### src/verilog/tmrwv_regs.vh
// Register map, field positions and codes of the three-channel waveform timer.
// Included by every design file of the block; holds definitions only.
`ifndef TMRWV_REGS_VH
`define TMRWV_REGS_VH

`define TMRWV_CH_STRIDE      8'h40
`define TMRWV_OFF_CCR        6'h00
`define TMRWV_OFF_CMR        6'h04
`define TMRWV_OFF_CV         6'h10
`define TMRWV_OFF_RA         6'h14
`define TMRWV_OFF_RB         6'h18
`define TMRWV_OFF_RC         6'h1c
`define TMRWV_OFF_SR         6'h20
`define TMRWV_OFF_IER        6'h24
`define TMRWV_OFF_IDR        6'h28
`define TMRWV_OFF_IMR        6'h2c
`define TMRWV_ADDR_BCR       8'hc0
`define TMRWV_ADDR_BMR       8'hc4

// Channel command bits
`define TMRWV_CCR_CLKEN      0
`define TMRWV_CCR_CLKDIS     1
`define TMRWV_CCR_SOFTWARE_TRIGGER_COMMAND      2
// Block command bit
`define TMRWV_BCR_SYNC       0

// Channel mode fields, capture view
`define TMRWV_CMR_CAPTURE_TRIGGER_EDGE_LO 8
`define TMRWV_CMR_CAPTURE_TRIGGER_LINE_SELECT     10
`define TMRWV_CMR_COMPARE_TRIGGER_ENABLE     14
// Channel mode fields, waveform view
`define TMRWV_CMR_EVENT_EDGE_FIELD_LO 8
`define TMRWV_CMR_EVENT_SOURCE_FIELD_LO    10
`define TMRWV_CMR_EVENT_TRIGGER_ENABLE     12
`define TMRWV_CMR_PROFILE_SELECT_LO  13
`define TMRWV_CMR_WAVE       15
`define TMRWV_CMR_COMPARE_STOP_BIT    6
`define TMRWV_CMR_COMPARE_DISABLE_BIT     7
`define TMRWV_CMR_ACPA_LO    16
`define TMRWV_CMR_ACPC_LO    18
`define TMRWV_CMR_AEEVT_LO   20
`define TMRWV_CMR_ASWTRG_LO  22
`define TMRWV_CMR_BCPB_LO    24
`define TMRWV_CMR_BCPC_LO    26
`define TMRWV_CMR_BEEVT_LO   28
`define TMRWV_CMR_BSWTRG_LO  30
`define TMRWV_CMR_RESET      32'h0000_0000

// Flag bits
`define TMRWV_SR_COVFS       0
`define TMRWV_SR_CPAS        2
`define TMRWV_SR_CPBS        3
`define TMRWV_SR_CPCS        4
`define TMRWV_SR_ETRGS       7
`define TMRWV_SR_CLKSTA      16
`define TMRWV_SR_MASK        8'h9d

// Profile codes
`define TMRWV_WS_UP_MAX      2'h0
`define TMRWV_WS_UPDN_MAX    2'h1
`define TMRWV_WS_UP_RC       2'h2
`define TMRWV_WS_UPDN_RC     2'h3

// Edge codes
`define TMRWV_EDGE_NONE      2'h0
`define TMRWV_EDGE_RISE      2'h1
`define TMRWV_EDGE_FALL      2'h2
`define TMRWV_EDGE_BOTH      2'h3

// Output actions
`define TMRWV_ACT_NONE       2'h0
`define TMRWV_ACT_SET        2'h1
`define TMRWV_ACT_CLR        2'h2
`define TMRWV_ACT_TOG        2'h3

// Event source codes
`define TMRWV_EVENT_SOURCE_FIELD_IOB       2'h0

// Clock routing field width
`define TMRWV_ROUTE_W        2

`endif

### src/verilog/tmrwv_channel.v
// One timer channel: counter, compare, triggers, output controller.
// Assumes inputs synchronous to aclk; counts once per aclk while running.
`timescale 1ns/1ps
`default_nettype none
`include "tmrwv_regs.vh"

module tmrwv_channel #(
  parameter CW = 16
) (
  input  wire          aclk,
  input  wire          aresetn,
  input  wire [31:0]   mode,
  input  wire [CW-1:0] cmp_a,
  input  wire [CW-1:0] cmp_b,
  input  wire [CW-1:0] cmp_c,
  input  wire          clk_en_cmd,
  input  wire          clk_dis_cmd,
  input  wire          sw_trig,
  input  wire [2:0]    ext_line,
  input  wire          io_a_in,
  input  wire          io_b_in,
  output wire [CW-1:0] count,
  output wire          io_a_out,
  output wire          io_a_oe,
  output wire          io_b_out,
  output wire          io_b_oe,
  output wire [4:0]    events,
  output wire          clk_on
);

  function det_edge;
    input [1:0] sel;
    input       cur;
    input       prev;
    begin
      case (sel)
        `TMRWV_EDGE_RISE: det_edge = cur & ~prev;
        `TMRWV_EDGE_FALL: det_edge = ~cur & prev;
        `TMRWV_EDGE_BOTH: det_edge = cur ^ prev;
        default:          det_edge = 1'b0;
      endcase
    end
  endfunction

  function act_apply;
    input [1:0] act;
    input       cur;
    begin
      case (act)
        `TMRWV_ACT_SET: act_apply = 1'b1;
        `TMRWV_ACT_CLR: act_apply = 1'b0;
        `TMRWV_ACT_TOG: act_apply = ~cur;
        default:        act_apply = cur;
      endcase
    end
  endfunction

  localparam [CW-1:0] MAXV = {CW{1'b1}};

  wire       wave   = mode[`TMRWV_CMR_WAVE];
  wire [1:0] wsel   = mode[`TMRWV_CMR_PROFILE_SELECT_LO+1:`TMRWV_CMR_PROFILE_SELECT_LO];
  wire [1:0] event_source_field   = mode[`TMRWV_CMR_EVENT_SOURCE_FIELD_LO+1:`TMRWV_CMR_EVENT_SOURCE_FIELD_LO];
  wire [1:0] eedg   = mode[`TMRWV_CMR_EVENT_EDGE_FIELD_LO+1:`TMRWV_CMR_EVENT_EDGE_FIELD_LO];
  wire       b_in   = wave & (event_source_field == `TMRWV_EVENT_SOURCE_FIELD_IOB);

  reg [CW-1:0] cnt_ff;
  reg          down_ff;
  reg          en_ff;
  reg          run_ff;
  reg          sig_prev_ff;
  reg          a_ff;
  reg          b_ff;
  reg          sig;

  always @* begin
    if (!wave)
      sig = mode[`TMRWV_CMR_CAPTURE_TRIGGER_LINE_SELECT] ? io_a_in : io_b_in;
    else
      case (event_source_field)
        2'h0:    sig = io_b_in;
        2'h1:    sig = ext_line[0];
        2'h2:    sig = ext_line[1];
        default: sig = ext_line[2];
      endcase
  end

  // Capture view and waveform view share the edge field position
  wire ext_evt  = det_edge(eedg, sig, sig_prev_ff);
  wire ext_trig = ext_evt & (~wave | mode[`TMRWV_CMR_EVENT_TRIGGER_ENABLE]);
  wire rc_hit   = run_ff & (cnt_ff == cmp_c);
  wire ra_hit   = run_ff & (cnt_ff == cmp_a);
  wire rb_hit   = run_ff & (cnt_ff == cmp_b) & ~b_in;
  // RC trigger only where the profile allows it; capture honours COMPARE_TRIGGER_ENABLE
  wire rc_trig  = rc_hit & (wave ? wsel[1] & ~wsel[0]
                                 : mode[`TMRWV_CMR_COMPARE_TRIGGER_ENABLE]);
  wire trig     = sw_trig | ext_trig | rc_trig;
  wire stop     = wave & rc_hit & mode[`TMRWV_CMR_COMPARE_STOP_BIT];
  wire dis      = clk_dis_cmd | (wave & rc_hit & mode[`TMRWV_CMR_COMPARE_DISABLE_BIT]);
  wire top_hit  = wsel[1] ? (cnt_ff == cmp_c) : (cnt_ff == MAXV);

  always @(posedge aclk) begin
    if (!aresetn) begin
      cnt_ff      <= {CW{1'b0}};
      down_ff     <= 1'b0;
      en_ff       <= 1'b0;
      run_ff      <= 1'b0;
      sig_prev_ff <= 1'b0;
      a_ff        <= 1'b0;
      b_ff        <= 1'b0;
    end else begin
      sig_prev_ff <= sig;
      en_ff       <= ~dis & (en_ff | clk_en_cmd);
      if (dis)
        run_ff <= 1'b0;
      else if ((en_ff | clk_en_cmd) && (sw_trig | ext_trig))
        run_ff <= 1'b1;
      else if (stop)
        run_ff <= 1'b0; // Stop outranks the period trigger
      else if ((en_ff | clk_en_cmd) && rc_trig)
        run_ff <= 1'b1;
      if (wave && wsel[0] && run_ff && (sw_trig | ext_trig)) begin
        down_ff <= ~down_ff;
      end else if (wave && wsel[0] && run_ff && !stop && !dis) begin
        if (!down_ff && top_hit)
          down_ff <= 1'b1;
        else if (down_ff && cnt_ff == {{(CW-1){1'b0}}, 1'b1})
          down_ff <= 1'b0;
        if (down_ff)
          cnt_ff <= cnt_ff - 1'b1;
        else if (!top_hit)
          cnt_ff <= cnt_ff + 1'b1;
        else
          cnt_ff <= cnt_ff - 1'b1;
      end else if (trig && (en_ff | clk_en_cmd)) begin
        // Idle up-down channel also starts from zero, counting up
        cnt_ff  <= {CW{1'b0}};
        down_ff <= 1'b0;
      end else if (run_ff && !stop && !dis) begin
        cnt_ff <= cnt_ff + 1'b1; // wraps past max
      end
      if (wave) begin
        if (ra_hit)
          a_ff <= act_apply(mode[`TMRWV_CMR_ACPA_LO+1:`TMRWV_CMR_ACPA_LO], a_ff);
        if (rc_hit)
          a_ff <= act_apply(mode[`TMRWV_CMR_ACPC_LO+1:`TMRWV_CMR_ACPC_LO], a_ff);
        if (ext_evt)
          a_ff <= act_apply(mode[`TMRWV_CMR_AEEVT_LO+1:`TMRWV_CMR_AEEVT_LO], a_ff);
        if (sw_trig)
          a_ff <= act_apply(mode[`TMRWV_CMR_ASWTRG_LO+1:`TMRWV_CMR_ASWTRG_LO], a_ff);
        if (!b_in) begin
          if (rb_hit)
            b_ff <= act_apply(mode[`TMRWV_CMR_BCPB_LO+1:`TMRWV_CMR_BCPB_LO], b_ff);
          if (rc_hit)
            b_ff <= act_apply(mode[`TMRWV_CMR_BCPC_LO+1:`TMRWV_CMR_BCPC_LO], b_ff);
          if (ext_evt)
            b_ff <= act_apply(mode[`TMRWV_CMR_BEEVT_LO+1:`TMRWV_CMR_BEEVT_LO], b_ff);
          if (sw_trig)
            b_ff <= act_apply(mode[`TMRWV_CMR_BSWTRG_LO+1:`TMRWV_CMR_BSWTRG_LO], b_ff);
        end
      end
    end
  end

  assign count    = cnt_ff;
  assign io_a_out = a_ff;
  assign io_a_oe  = wave;
  assign io_b_out = b_ff;
  assign io_b_oe  = wave & ~b_in;
  assign clk_on   = en_ff;
  // Events: overflow, A, B, C match, external trigger
  assign events   = {ext_trig, rc_hit, rb_hit, ra_hit,
                     run_ff & ~down_ff & (cnt_ff == MAXV)};

endmodule // tmrwv_channel
`default_nettype wire

### src/verilog/tmrwv_routing.v
// External clock line routing of the timer block.
// Assumes all inputs synchronous to aclk; purely combinational.
`timescale 1ns/1ps
`default_nettype none
`include "tmrwv_regs.vh"

module tmrwv_routing (
  input  wire [5:0] routing,
  input  wire [2:0] ext_clk_in,
  input  wire [2:0] io_a,
  output reg  [2:0] ext_line
);

  always @* begin
    case (routing[1:0])
      2'h0:    ext_line[0] = ext_clk_in[0];
      2'h2:    ext_line[0] = io_a[1];
      2'h3:    ext_line[0] = io_a[2];
      default: ext_line[0] = 1'b0;
    endcase
    case (routing[3:2])
      2'h0:    ext_line[1] = ext_clk_in[1];
      2'h2:    ext_line[1] = io_a[0];
      2'h3:    ext_line[1] = io_a[2];
      default: ext_line[1] = 1'b0;
    endcase
    case (routing[5:4])
      2'h0:    ext_line[2] = ext_clk_in[2];
      2'h2:    ext_line[2] = io_a[0];
      2'h3:    ext_line[2] = io_a[1];
      default: ext_line[2] = 1'b0;
    endcase
  end

endmodule // tmrwv_routing
`default_nettype wire

### src/verilog/tmrwv_top.v
// Three-channel 16-bit waveform timer with AXI4-Lite register slave.
// Assumes pins synchronous to aclk and a single AXI4-Lite master.
`timescale 1ns/1ps
`default_nettype none
`include "tmrwv_regs.vh"

module tmrwv_top #(
  parameter CW = 16
) (
  input  wire        aclk,
  input  wire        aresetn,
  input  wire [7:0]  s_axi_awaddr,
  input  wire        s_axi_awvalid,
  output reg         s_axi_awready,
  input  wire [31:0] s_axi_wdata,
  input  wire [3:0]  s_axi_wstrb,
  input  wire        s_axi_wvalid,
  output reg         s_axi_wready,
  output reg  [1:0]  s_axi_bresp,
  output reg         s_axi_bvalid,
  input  wire        s_axi_bready,
  input  wire [7:0]  s_axi_araddr,
  input  wire        s_axi_arvalid,
  output reg         s_axi_arready,
  output reg  [31:0] s_axi_rdata,
  output reg  [1:0]  s_axi_rresp,
  output reg         s_axi_rvalid,
  input  wire        s_axi_rready,
  input  wire [2:0]  ext_clk_in,
  input  wire [2:0]  io_line_a_in,
  input  wire [2:0]  io_line_b_in,
  output reg  [2:0]  io_line_a_out,
  output reg  [2:0]  io_line_a_oe,
  output reg  [2:0]  io_line_b_out,
  output reg  [2:0]  io_line_b_oe,
  output reg  [2:0]  chan_irq
);

  localparam [1:0] RESP_OK  = 2'h0;
  localparam [1:0] RESP_ERR = 2'h2;

  reg [7:0]  aw_ff;
  reg        aw_ok_ff;
  reg [31:0] wd_ff;
  reg [3:0]  ws_ff;
  reg        wd_ok_ff;
  reg [5:0]  route_ff;
  reg [95:0] mode_ff;
  reg [47:0] ra_ff;
  reg [47:0] rb_ff;
  reg [47:0] rc_ff;
  reg [23:0] sr_ff;
  reg [23:0] imr_ff;
  reg [2:0]  sw_ff;
  reg [2:0]  en_cmd_ff;
  reg [2:0]  dis_cmd_ff;

  wire [47:0] cnt;
  wire [2:0]  a_out;
  wire [2:0]  a_oe;
  wire [2:0]  b_out;
  wire [2:0]  b_oe;
  wire [14:0] evts;
  wire [2:0]  clk_on;
  wire [2:0]  ext_line;

  // Write performed once both halves are held and no response is pending
  wire       wr_go  = aw_ok_ff & wd_ok_ff & ~s_axi_bvalid;
  wire [1:0] wr_ch  = aw_ff[7:6];
  wire [5:0] wr_off = aw_ff[5:0];
  wire       wr_blk = (wr_ch == 2'h3);

  function [7:0] wmask8;
    input [31:0] d;
    input [3:0]  s;
    begin
      wmask8 = d[7:0] & {8{s[0]}};
    end
  endfunction

  function mapped;
    input [7:0] a;
    begin
      if (a[7:6] == 2'h3)
        mapped = (a == `TMRWV_ADDR_BCR) || (a == `TMRWV_ADDR_BMR);
      else
        mapped = (a[5:0] == `TMRWV_OFF_CCR) || (a[5:0] == `TMRWV_OFF_CMR) ||
                 ((a[5:0] >= `TMRWV_OFF_CV) && (a[5:0] <= `TMRWV_OFF_IMR) &&
                  (a[1:0] == 2'h0));
    end
  endfunction

  tmrwv_routing u_route (
    .routing    (route_ff),
    .ext_clk_in (ext_clk_in),
    .io_a       (io_line_a_out),
    .ext_line   (ext_line)
  );

  genvar g;
  generate
    for (g = 0; g < 3; g = g + 1) begin : g_ch
      tmrwv_channel #(.CW(CW)) u_ch (
        .aclk        (aclk),
        .aresetn     (aresetn),
        .mode        (mode_ff[32*g +: 32]),
        .cmp_a       (ra_ff[16*g +: 16]),
        .cmp_b       (rb_ff[16*g +: 16]),
        .cmp_c       (rc_ff[16*g +: 16]),
        .clk_en_cmd  (en_cmd_ff[g]),
        .clk_dis_cmd (dis_cmd_ff[g]),
        .sw_trig     (sw_ff[g]),
        .ext_line    (ext_line),
        .io_a_in     (io_line_a_in[g]),
        .io_b_in     (io_line_b_in[g]),
        .count       (cnt[16*g +: 16]),
        .io_a_out    (a_out[g]),
        .io_a_oe     (a_oe[g]),
        .io_b_out    (b_out[g]),
        .io_b_oe     (b_oe[g]),
        .events      (evts[5*g +: 5]),
        .clk_on      (clk_on[g])
      );
    end
  endgenerate

  integer i;
  always @(posedge aclk) begin
    if (!aresetn) begin
      s_axi_awready <= 1'b0;
      s_axi_wready  <= 1'b0;
      s_axi_bvalid  <= 1'b0;
      s_axi_bresp   <= RESP_OK;
      aw_ff         <= 8'h00;
      aw_ok_ff      <= 1'b0;
      wd_ff         <= 32'h0000_0000;
      ws_ff         <= 4'h0;
      wd_ok_ff      <= 1'b0;
      route_ff      <= 6'h00;
      mode_ff       <= {3{`TMRWV_CMR_RESET}};
      ra_ff         <= 48'h0;
      rb_ff         <= 48'h0;
      rc_ff         <= 48'h0;
      sr_ff         <= 24'h0;
      imr_ff        <= 24'h0;
      sw_ff         <= 3'h0;
      en_cmd_ff     <= 3'h0;
      dis_cmd_ff    <= 3'h0;
      chan_irq      <= 3'h0;
      io_line_a_out <= 3'h0;
      io_line_a_oe  <= 3'h0;
      io_line_b_out <= 3'h0;
      io_line_b_oe  <= 3'h0;
    end else begin
      io_line_a_out <= a_out;
      io_line_a_oe  <= a_oe;
      io_line_b_out <= b_out;
      io_line_b_oe  <= b_oe;
      s_axi_awready <= ~aw_ok_ff & ~s_axi_awready & s_axi_awvalid;
      s_axi_wready  <= ~wd_ok_ff & ~s_axi_wready & s_axi_wvalid;
      if (s_axi_awvalid && s_axi_awready) begin
        aw_ff    <= s_axi_awaddr;
        aw_ok_ff <= 1'b1;
      end
      if (s_axi_wvalid && s_axi_wready) begin
        wd_ff    <= s_axi_wdata;
        ws_ff    <= s_axi_wstrb;
        wd_ok_ff <= 1'b1;
      end
      if (s_axi_bvalid && s_axi_bready)
        s_axi_bvalid <= 1'b0;
      sw_ff      <= 3'h0;
      en_cmd_ff  <= 3'h0;
      dis_cmd_ff <= 3'h0;
      if (wr_go) begin
        aw_ok_ff     <= 1'b0;
        wd_ok_ff     <= 1'b0;
        s_axi_bvalid <= 1'b1;
        s_axi_bresp  <= mapped(aw_ff) ? RESP_OK : RESP_ERR;
        if (wr_blk) begin
          if (aw_ff == `TMRWV_ADDR_BCR && ws_ff[0] && wd_ff[`TMRWV_BCR_SYNC])
            sw_ff <= 3'h7;
          if (aw_ff == `TMRWV_ADDR_BMR && ws_ff[0])
            route_ff <= wd_ff[5:0];
        end else begin
          case (wr_off)
            `TMRWV_OFF_CCR: if (ws_ff[0]) begin
              sw_ff[wr_ch]      <= wd_ff[`TMRWV_CCR_SOFTWARE_TRIGGER_COMMAND];
              en_cmd_ff[wr_ch]  <= wd_ff[`TMRWV_CCR_CLKEN];
              dis_cmd_ff[wr_ch] <= wd_ff[`TMRWV_CCR_CLKDIS];
            end
            `TMRWV_OFF_CMR: for (i = 0; i < 4; i = i + 1)
              if (ws_ff[i])
                mode_ff[32*wr_ch + 8*i +: 8] <= wd_ff[8*i +: 8];
            `TMRWV_OFF_RA: if (mode_ff[32*wr_ch + `TMRWV_CMR_WAVE]) begin
              if (ws_ff[0]) ra_ff[16*wr_ch +: 8]     <= wd_ff[7:0];
              if (ws_ff[1]) ra_ff[16*wr_ch + 8 +: 8] <= wd_ff[15:8];
            end
            `TMRWV_OFF_RB: if (mode_ff[32*wr_ch + `TMRWV_CMR_WAVE]) begin
              if (ws_ff[0]) rb_ff[16*wr_ch +: 8]     <= wd_ff[7:0];
              if (ws_ff[1]) rb_ff[16*wr_ch + 8 +: 8] <= wd_ff[15:8];
            end
            `TMRWV_OFF_RC: begin
              if (ws_ff[0]) rc_ff[16*wr_ch +: 8]     <= wd_ff[7:0];
              if (ws_ff[1]) rc_ff[16*wr_ch + 8 +: 8] <= wd_ff[15:8];
            end
            `TMRWV_OFF_IER:
              imr_ff[8*wr_ch +: 8] <= imr_ff[8*wr_ch +: 8] |
                                      (wmask8(wd_ff, ws_ff) & `TMRWV_SR_MASK);
            `TMRWV_OFF_IDR:
              imr_ff[8*wr_ch +: 8] <= imr_ff[8*wr_ch +: 8] & ~wmask8(wd_ff, ws_ff);
            default: ;
          endcase
        end
      end
      // Flags clear on read; a same-cycle event still sets them
      for (i = 0; i < 3; i = i + 1) begin
        if (s_axi_arvalid && s_axi_arready && s_axi_araddr[7:6] == i[1:0] &&
            s_axi_araddr[5:0] == `TMRWV_OFF_SR)
          sr_ff[8*i +: 8] <= 8'h00;
        if (evts[5*i + 0]) sr_ff[8*i + `TMRWV_SR_COVFS] <= 1'b1;
        if (evts[5*i + 1]) sr_ff[8*i + `TMRWV_SR_CPAS]  <= 1'b1;
        if (evts[5*i + 2]) sr_ff[8*i + `TMRWV_SR_CPBS]  <= 1'b1;
        if (evts[5*i + 3]) sr_ff[8*i + `TMRWV_SR_CPCS]  <= 1'b1;
        if (evts[5*i + 4]) sr_ff[8*i + `TMRWV_SR_ETRGS] <= 1'b1;
        chan_irq[i] <= |(sr_ff[8*i +: 8] & imr_ff[8*i +: 8]);
      end
    end
  end

  // Read channel: address taken, data answered the next cycle
  always @(posedge aclk) begin
    if (!aresetn) begin
      s_axi_arready <= 1'b0;
      s_axi_rvalid  <= 1'b0;
      s_axi_rdata   <= 32'h0000_0000;
      s_axi_rresp   <= RESP_OK;
    end else begin
      s_axi_arready <= ~s_axi_arready & ~s_axi_rvalid & s_axi_arvalid;
      if (s_axi_rvalid && s_axi_rready)
        s_axi_rvalid <= 1'b0;
      if (s_axi_arvalid && s_axi_arready) begin
        s_axi_rvalid <= 1'b1;
        s_axi_rresp  <= mapped(s_axi_araddr) ? RESP_OK : RESP_ERR;
        s_axi_rdata  <= 32'h0000_0000;
        if (s_axi_araddr == `TMRWV_ADDR_BMR)
          s_axi_rdata <= {26'h0, route_ff};
        else if (s_axi_araddr[7:6] != 2'h3)
          case (s_axi_araddr[5:0])
            `TMRWV_OFF_CMR: s_axi_rdata <= mode_ff[32*s_axi_araddr[7:6] +: 32];
            `TMRWV_OFF_CV:  s_axi_rdata <= {16'h0, cnt[16*s_axi_araddr[7:6] +: 16]};
            `TMRWV_OFF_RA:  s_axi_rdata <= {16'h0, ra_ff[16*s_axi_araddr[7:6] +: 16]};
            `TMRWV_OFF_RB:  s_axi_rdata <= {16'h0, rb_ff[16*s_axi_araddr[7:6] +: 16]};
            `TMRWV_OFF_RC:  s_axi_rdata <= {16'h0, rc_ff[16*s_axi_araddr[7:6] +: 16]};
            `TMRWV_OFF_SR:  s_axi_rdata <= {15'h0, clk_on[s_axi_araddr[7:6]],
                                            8'h0, sr_ff[8*s_axi_araddr[7:6] +: 8]};
            `TMRWV_OFF_IMR: s_axi_rdata <= {24'h0, imr_ff[8*s_axi_araddr[7:6] +: 8]};
            default:        s_axi_rdata <= 32'h0000_0000;
          endcase
      end
    end
  end

endmodule // tmrwv_top
`default_nettype wire
### config.mk
export PLATFORM = sky130hd
export DESIGN_NAME = tmrwv_top
export DESIGN_NICKNAME = d
export VERILOG_FILES = /design/src/verilog/tmrwv_channel.v /design/src/verilog/tmrwv_routing.v /design/src/verilog/tmrwv_top.v
export VERILOG_INCLUDE_DIRS = /design/src /design/src/verilog
export SDC_FILE = /design/constraint.sdc
export NUM_CORES = 1
export LEC_CHECK = 0
export ABC_CLOCK_PERIOD_IN_PS = 4700
export BUFFER_PORTS_ARGS = -buffer_cell sky130_fd_sc_hd__buf_2
export CORE_MARGIN = 4
export CORE_UTILIZATION = 63
export CTS_CLUSTER_SIZE = 10
export DETAILED_ROUTE_END_ITERATION = 7
export HOLD_SLACK_MARGIN = 0.08
export PLACE_DENSITY = 0.89
export SYNTH_ARGS = -nofsm -noshare
export SYNTH_HDL_FRONTEND = slang
export SYNTH_HIERARCHICAL = 1
export SYNTH_SLANG_ARGS = --single-unit
### constraint.sdc
create_clock -name aclk -period 4.7 [get_ports aclk]
set_input_delay 0.47 -clock aclk [delete_from_list [all_inputs] [get_ports aclk]]
set_output_delay 0.47 -clock aclk [all_outputs]
set_load 0.05 [all_outputs]
Yosys cells after proc, flatten, opt, wreduce, memory -nomap -nowiden. Cells that the tools add are included.

Add/sub/neg operators: 18. $mul: 0. Div/mod/pow operators: 0. Magnitude comparators: 8. Equality and inequality tests: 151. Shift operators: 23. Muxes and demuxes: 200. Bitwise gates (word level): 129. Reductions and logical operators: 147.

Operators with widths (number): two-way mux 96 bit (16); two-way mux 48 bit (20); bitwise mux 96 bit (4); variable shift 8 x 34 -> 96 bit (first input constant) (4); indexed part select 8 x 34 -> 96 bit (4); bitwise mux 48 bit (6); two-way mux 16 bit (15); case mux 32 bit (7 select lines) (1); indexed part select 48 x 7 -> 16 bit (4); equality test 16 bit (9); equality test 2 bit (second input constant) (66); negation 8 -> 34 bit (3); case mux 1 bit (3 select lines) (33); variable shift 8 x 34 -> 48 bit (first input constant) (2); indexed part select 8 x 34 -> 48 bit (2); indexed part select 96 x 8 -> 32 bit (1); two-way mux 1 bit (88); indexed part select 24 x 6 -> 8 bit (3); negation 7 -> 34 bit (2); indexed part select 8 x 34 -> 24 bit (2); two-way mux 32 bit (2); equality test 2 x 1 -> 1 bit (second input constant) (31); bitwise AND 1 bit (59); logical AND 1 bit (55); 55 further kinds (244).

Register bits: 462. Bits in latches: 0. Bits in writable memories: 0. Memory bits (read-only): 0. Input port bits: 68. Output and inout bits: 56. Memories: 0.

Logic depth before layout (Yosys ltp).
Word-level depth: 22. Depth in mapped cells: 15.

Hierarchy. The synthesis kept the hierarchy.

By module, submodules not included: tmrwv_top (instances 1, cells each 2103, area an instance 17429.2 um^2, seq. area each 7887.6 um^2); tmrwv_channel (g_ch[1].u_ch ...) (instances 2, cells each 374, area an instance 2929.1 um^2, seq. area each 440.4 um^2); tmrwv_channel (g_ch[0].u_ch) (instances 1, cells each 386, area an instance 2945.3 um^2, seq. area each 440.4 um^2); tmrwv_routing (instances 1, cells each 9, area an instance 71.3 um^2, seq. area each 0.0 um^2).

Worst setup path before layout. Ideal clock, no wire load.

Path kind: register to register. Start: reg io_line_a_out[1]. End: reg g_ch[0].u_ch.cnt_ff[11]. Library setup time: 79 ps. Arrival: 3775 ps. Required time: 4621 ps. Path slack: 846 ps. Stages on the path, launching flop included: 16. Period minus slack after synthesis: 3854 ps. Cells stage by stage: dfxtp_1 mux2_1 a22o_1 mux4_2 a21oi_1 inv_1 ha_1 nor2b_1 o21a_1 nor3_1 o21ai_0 nor4_1 buf_2 buf_4 o21ai_0 a22oi_1.

Longest elaborated chain between the ends: 12. Elaborated cells on any way between the ends: 19. Classes of those cells: mux: 7; bitwise: 8; reduce/logical: 4.

RTL lines: from (decl) (RTL line tmrwv_top.v:32) `output reg [2:0] io_line_a_out,`; from (signal assigned) (RTL line tmrwv_top.v:155) `io_line_a_out <= a_out;`; case mux 1 bit (3 select lines) (*) (RTL line tmrwv_routing.v:27) `case (routing[5:4])`; named net ext_line[2] (RTL line tmrwv_top.v:65) `wire [2:0] ext_line;`; case mux 1 bit (3 select lines) (*) (RTL line tmrwv_channel.v:79) `case (event_source_field)`; two-way mux 1 bit (*) (RTL line tmrwv_channel.v:76) `if (!wave)`; named net g_ch[0].u_ch.sig (RTL line tmrwv_channel.v:73) `reg sig;`; NOT 1 bit (RTL line tmrwv_channel.v:38) `` `TMRWV_EDGE_FALL: det_edge = ~cur & prev; ``; bitwise AND 1 bit (RTL line tmrwv_channel.v:38); case mux 1 bit (3 select lines) (*) (RTL line tmrwv_channel.v:36) `case (sel)`; bitwise AND 1 bit (*) (RTL line tmrwv_channel.v:89) `` wire ext_trig = ext_evt & (~wave | mode[`TMRWV_CMR_EVENT_TRIGGER_ENABLE]); ``; bitwise OR 1 bit (*) (RTL line tmrwv_channel.v:96, tmrwv_channel.v:121); bitwise OR 1 bit (RTL line tmrwv_channel.v:96) `wire trig = sw_trig | ext_trig | rc_trig;`; logical AND 1 bit (RTL line tmrwv_channel.v:134) `end else if (trig && (en_ff | clk_en_cmd)) begin`; nonzero test 3 bit (no line) or two-way mux 16 bit (tied branches); AND reduction 2 bit (no line) or two-way mux 16 bit (tied branches); to (signal assigned) (RTL line tmrwv_channel.v:133) `cnt_ff <= cnt_ff - 1'b1;`; to (signal assigned) (RTL line tmrwv_channel.v:136) `cnt_ff <= {CW{1'b0}};`; to (signal assigned) (RTL line tmrwv_channel.v:139) `cnt_ff <= cnt_ff + 1'b1;`; to (decl) (RTL line tmrwv_channel.v:66) `reg [CW-1:0] cnt_ff;`.

Mark *: on every way through the listed nets, which the timed path passes. The rest lies on a longest branch. A chain may end at the register's enable or synchronous reset.

Worst setup path in the final report.
Start: reg route_ff[0]. End: reg g_ch[0].u_ch.cnt_ff[14].

Longest elaborated chain between the ends: 13. Elaborated cells on any way between the ends: 21. Classes of those cells: eq/ne: 2; mux: 6; bitwise: 8; reduce/logical: 5.

RTL lines: from (decl) (RTL line tmrwv_top.v:47) `reg [5:0] route_ff;`; from (signal assigned) (RTL line tmrwv_top.v:184) `route_ff <= wd_ff[5:0];`; equality test 2 bit or zero test 2 bit (tied branches) (RTL line tmrwv_routing.v:15) `case (routing[1:0])`; case mux 1 bit (3 select lines) (*) (RTL line tmrwv_routing.v:15); named net ext_line[0] (RTL line tmrwv_top.v:65); case mux 1 bit (3 select lines) (*) (RTL line tmrwv_channel.v:79); two-way mux 1 bit (*) (RTL line tmrwv_channel.v:76); named net g_ch[0].u_ch.sig (RTL line tmrwv_channel.v:73); NOT 1 bit (RTL line tmrwv_channel.v:38); bitwise AND 1 bit (RTL line tmrwv_channel.v:38); case mux 1 bit (3 select lines) (*) (RTL line tmrwv_channel.v:36); bitwise AND 1 bit (*) (RTL line tmrwv_channel.v:89); bitwise OR 1 bit (*) (RTL line tmrwv_channel.v:96, tmrwv_channel.v:121); bitwise OR 1 bit (RTL line tmrwv_channel.v:96); logical AND 1 bit (RTL line tmrwv_channel.v:134); nonzero test 3 bit (no line) or two-way mux 16 bit (tied branches); AND reduction 2 bit (no line) or two-way mux 16 bit (tied branches).

Marks and branches as above.

==> summary.md <==
| Metric | Value |
|---|---|
| Die height | `about 210 um` |
| Layout cells sized above 1 | `0.106` |
| Setup TNS | `0 ns` |
| Number of max-cap violations | `0` |
| Diode count | `0` |
| Largest net degree at the start of global routing | `89` |
| Final Wtd Congestion | `1.12` |
| Crit path max fanout | `24` |
| CP delay by family, top | `compound AO/OA/AOI/OAI gates` |
| Final instance area | `0.0283 mm^2` |
| Share of the synthesized area in the top cell type | `0.350` |
| Critical path capture point type | `flop` |
| H-Tree Depth | `2` |
| Syn Std Cell Area | `approximately 0.026 mm^2` |
| DP Wirelength | `roughly 74 mm` |
| Vias per cell | `~7.1` |
| DRT antenna net count | `0` |
| PortBufs | `about 120` |
| Simple-Gate Fraction of Synth Area | `0.230` |
| Fin nets | `3340` |
| Crit Path Category | `reg -> reg` |
| Core area | `slightly above 0.04 mm^2` |
| CTS clk-pin slew, worst paths | `around 0.060 ns` |
| Clock sinks | `460` |
| Async S/R FF share, synth | `0` |
| Routed WL per cell | `about 27 um` |
| Hold Crit Class | `in -> reg` |
| Outcome | `finished, final reports clean` |
| First-pass GRT wire length | `150 mm` |
| Die W | `between 200 and 250 um` |
| FMAX | `~230 MHz` |
| EDFF count, synth | `0` |
| Clock Path Buffers | `3` |
| Initial antenna violation count | `2` |
| Sequential-to-total area share from yosys stat | `0.350` |
| Period utilization | `0.921` |
| Clock Latency Late Sink | `around 0.63 ns` |
| Worst Path Required | `5.25 ns` |
| Top FF cell, synth | `dfxtp_1` |
| Data arrival, critical path | `roughly 5 ns` |
| Setup Fix Bufs, Post-CTS | `0` |
| Synth area leaders | `dfxtp_1 (35%), mux2i_1 (6.2%), nand2_1 (5.4%)` |
| Clock skew | `~0.028 ns` |
| VDD IR max | `between 300 and 400 uV` |
| Ys Warns | `6` |
| Clock root cell | `clkbuf_16` |
| Area leader, netlist | `dfxtp_1` |
| Leak | `10.6 nW` |
| Rows | `74` |
| Placed inst area | `between 0.02 and 0.03 mm^2` |
| Largest stage delay, worst path | `about 0.48 ns` |
| Post-synthesis adder-cell area fraction | `0.0238` |
| Post-synthesis xor/xnor area fraction | `0.0485` |
| Worst-path cell chain | `mux2_1 -> a22o_1 -> mux4_2 -> a21oi_1 -> inv_1 -> ha_1 -> nor2b_1 -> o21a_1 -> o21ai_0 -> a211oi_1 -> buf_4 -> nor4_2 -> buf_4 -> or3b_2 -> a22oi_2` |
| PD cells | `~300 mW/mm^2` |
| Crit start category | `flop` |
| Die ar. | `0.0451 mm^2` |
| Post-route insts no fill | `3767` |
| Synth Instances | `3246` |
| Top Ports | `~120` |
| Vias in the first global route | `~25000` |
| Remaining routing DRC violations | `0` |
| Flops & latches, synth | `460` |
| GRT Total Usage | `0.430` |
| Pre-antenna DRT Iters | `7` |
| Post-CTS Hold Buffers | `2` |
| Dpl cells | `approximately 3700` |
| Buf/Inv on CP | `3` |
| Endpoints failing hold | `0` |
| Tmin final | `between 4 and 5 ns` |
| Initial Utilization | `0.641` |
| Via count | `approximately 27000` |
| CTS tree | `built` |
| Detailed Route Iter0 Violations | `4102` |
| Synth unique cells | `between 90 and 100` |
| Main combinational cell family by area after synthesis | `simple AND/OR/NAND/NOR gates` |
| Slew HR | `0.124` |
| Mux contribution to synthesized area | `0.0825` |
| Avg Inst Size Synth | `8.10 um^2` |
| CTS resizes | `0` |
| Total power | `8.56 mW` |
| Slowest CP cell | `or3b_2` |
| Max Transition Viols Final | `0` |
| Compound-Gate Fraction of Synth Area | `0.207` |
| Global route total overflow | `0` |
| CTS buffer count | `between 50 and 60` |
| RSZ-0062 raised after global routing | `false` |
| Routed wire length | `101 mm` |
| Slew @ Worst Pin | `around 1.3 ns` |
| Setup violators final | `0` |
| Area growth, synth to finish | `7.69%` |
| Most frequent cell on the critical path | `buf_4` |
Yosys cell counts (12+ instances only):
cell and n:
clkbuf_1 143, or3_1 28, dfxtp_1 460, buf_1 24
nand2b_1 20, nor3_1 49, a31oi_1 20, nor2b_1 31
buf_4 25, inv_1 72, and3_1 37, nand4_1 42
o221ai_1 12, nor4_1 32, o21ai_0 204, a311o_1 12
or4_1 13, buf_2 61, mux2i_1 164, nor2_1 230
and2_1 65, o2111ai_1 16, mux4_2 13, a2111oi_0 12
a32oi_1 16, o22ai_1 35, xor2_1 60, a211oi_1 34
a22oi_1 53, nand2_1 376, mux2_2 18, xnor2_1 82
nand3_1 204, a21oi_1 243, nand3b_1 12, ha_1 50
o211ai_1 17
flip-flops by register name, summed over array words and instances (netlist names), 4 cells and up:
register,count
ws_ff,4
wd_ff,32
rb_ff,48
sr_ff,15
rc_ff,48
g_ch.u_ch/count,48
aw_ff,8
ra_ff,48
mode_ff,96
imr_ff,24
s_axi_rdata,32
route_ff,6
power by group:
group	total (mW)	switching, mW	internal [mW]
sequential	4.02	0.0873	3.94
combinational	0.782	0.545	0.237
clock	3.76	1.66	2.10
total	8.56	2.29	6.27
worst min-delay path, cell delays in order:
cell and delay, ns:
buf_2 0.09, nand2_1 0.06, a21oi_1 0.05
cell families (layout without fill, tap and decap cells):
kind of cell    count (synthesis)  after routing
fa+ha+maj                      50             50
simple gates                 1216           1216
xor+xnor                      144            144
buf+inv                       337            325
other cells                     1              2
mux                           198            198
compound gates                840            840
flops                         460            460
placed cells by master (no fill, tap or decap), drive strengths merged, types with 17 or more instances in the layout:
cell | netlist | layout
a211oi | 35 | 35
a21oi | 243 | 243
a22oi | 54 | 54
a31oi | 20 | 20
and2 | 65 | 65
and3 | 37 | 37
buf | 121 | 181
clkbuf | 143 | 66
dfxtp | 460 | 460
ha | 50 | 50
inv | 72 | 74
mux2 | 21 | 21
mux2i | 164 | 164
nand2 | 376 | 376
nand2b | 20 | 20
nand3 | 205 | 205
nand4 | 48 | 48
nor2 | 240 | 240
nor2b | 31 | 31
nor3 | 51 | 51
nor4 | 35 | 35
o211ai | 17 | 17
o21ai | 215 | 215
o22ai | 35 | 35
or3 | 31 | 31
xnor2 | 84 | 84
xor2 | 60 | 60
metrics by stage:
| stage | util | hold WS, ns | setup slack [ns] |
|---|---|---|---|
| 6_report | 0.691 | 0.0929 | 0.370 |
| 5_1_grt | 0.691 | 0.0989 | 0.227 |
| 3_5_place_dp | 0.654 | 0.445 | 0.463 |
| 3_3_place_gp | 0.654 | 0.439 | 0.550 |
| 2_1_floorplan | - | 0.418 | 0.846 |
| 4_1_cts | 0.691 | 0.0859 | 0.447 |
per-layer routing:
metal	routed length, um	track usage	vias up
met5	13	0	-
met4	7650	0.261	2
met3	14600	0.134	497
met2	42100	0.630	2111
met1	37000	0.557	12600
li1	-	-	11600
path summary, 6_finish.rpt:
| kind | slack, ns | to | startpoint | cells after the start |
|---|---|---|---|---|
| max | 0.37 | g_ch[0].u_ch/count[14]$_SDFFE_PN0P_ | route_ff[0]$_SDFFE_PN0P_ | 15 |
| min | 0.09 | wd_ff[1]$_SDFFE_PN0P_ | s_axi_wdata[1] | 3 |
| max reg2reg | 0.37 | g_ch[0].u_ch/count[14]$_SDFFE_PN0P_ | route_ff[0]$_SDFFE_PN0P_ | 15 |
| min reg2reg | 0.46 | s_axi_wready$_SDFF_PN0_ | s_axi_wready$_SDFF_PN0_ | 1 |
cell type report:
class | instances | area (um^2)
inverter | 73 | 282
multi-input combinational | 2450 | 15600
fill | 3326 | 12700
sequential | 460 | 9210
clock inverter | 3 | 45.0
timing repair buffer | 184 | 1090
clock buffer | 65 | 1420
tap | 532 | 666
Power figures use the tool's default switching activity.
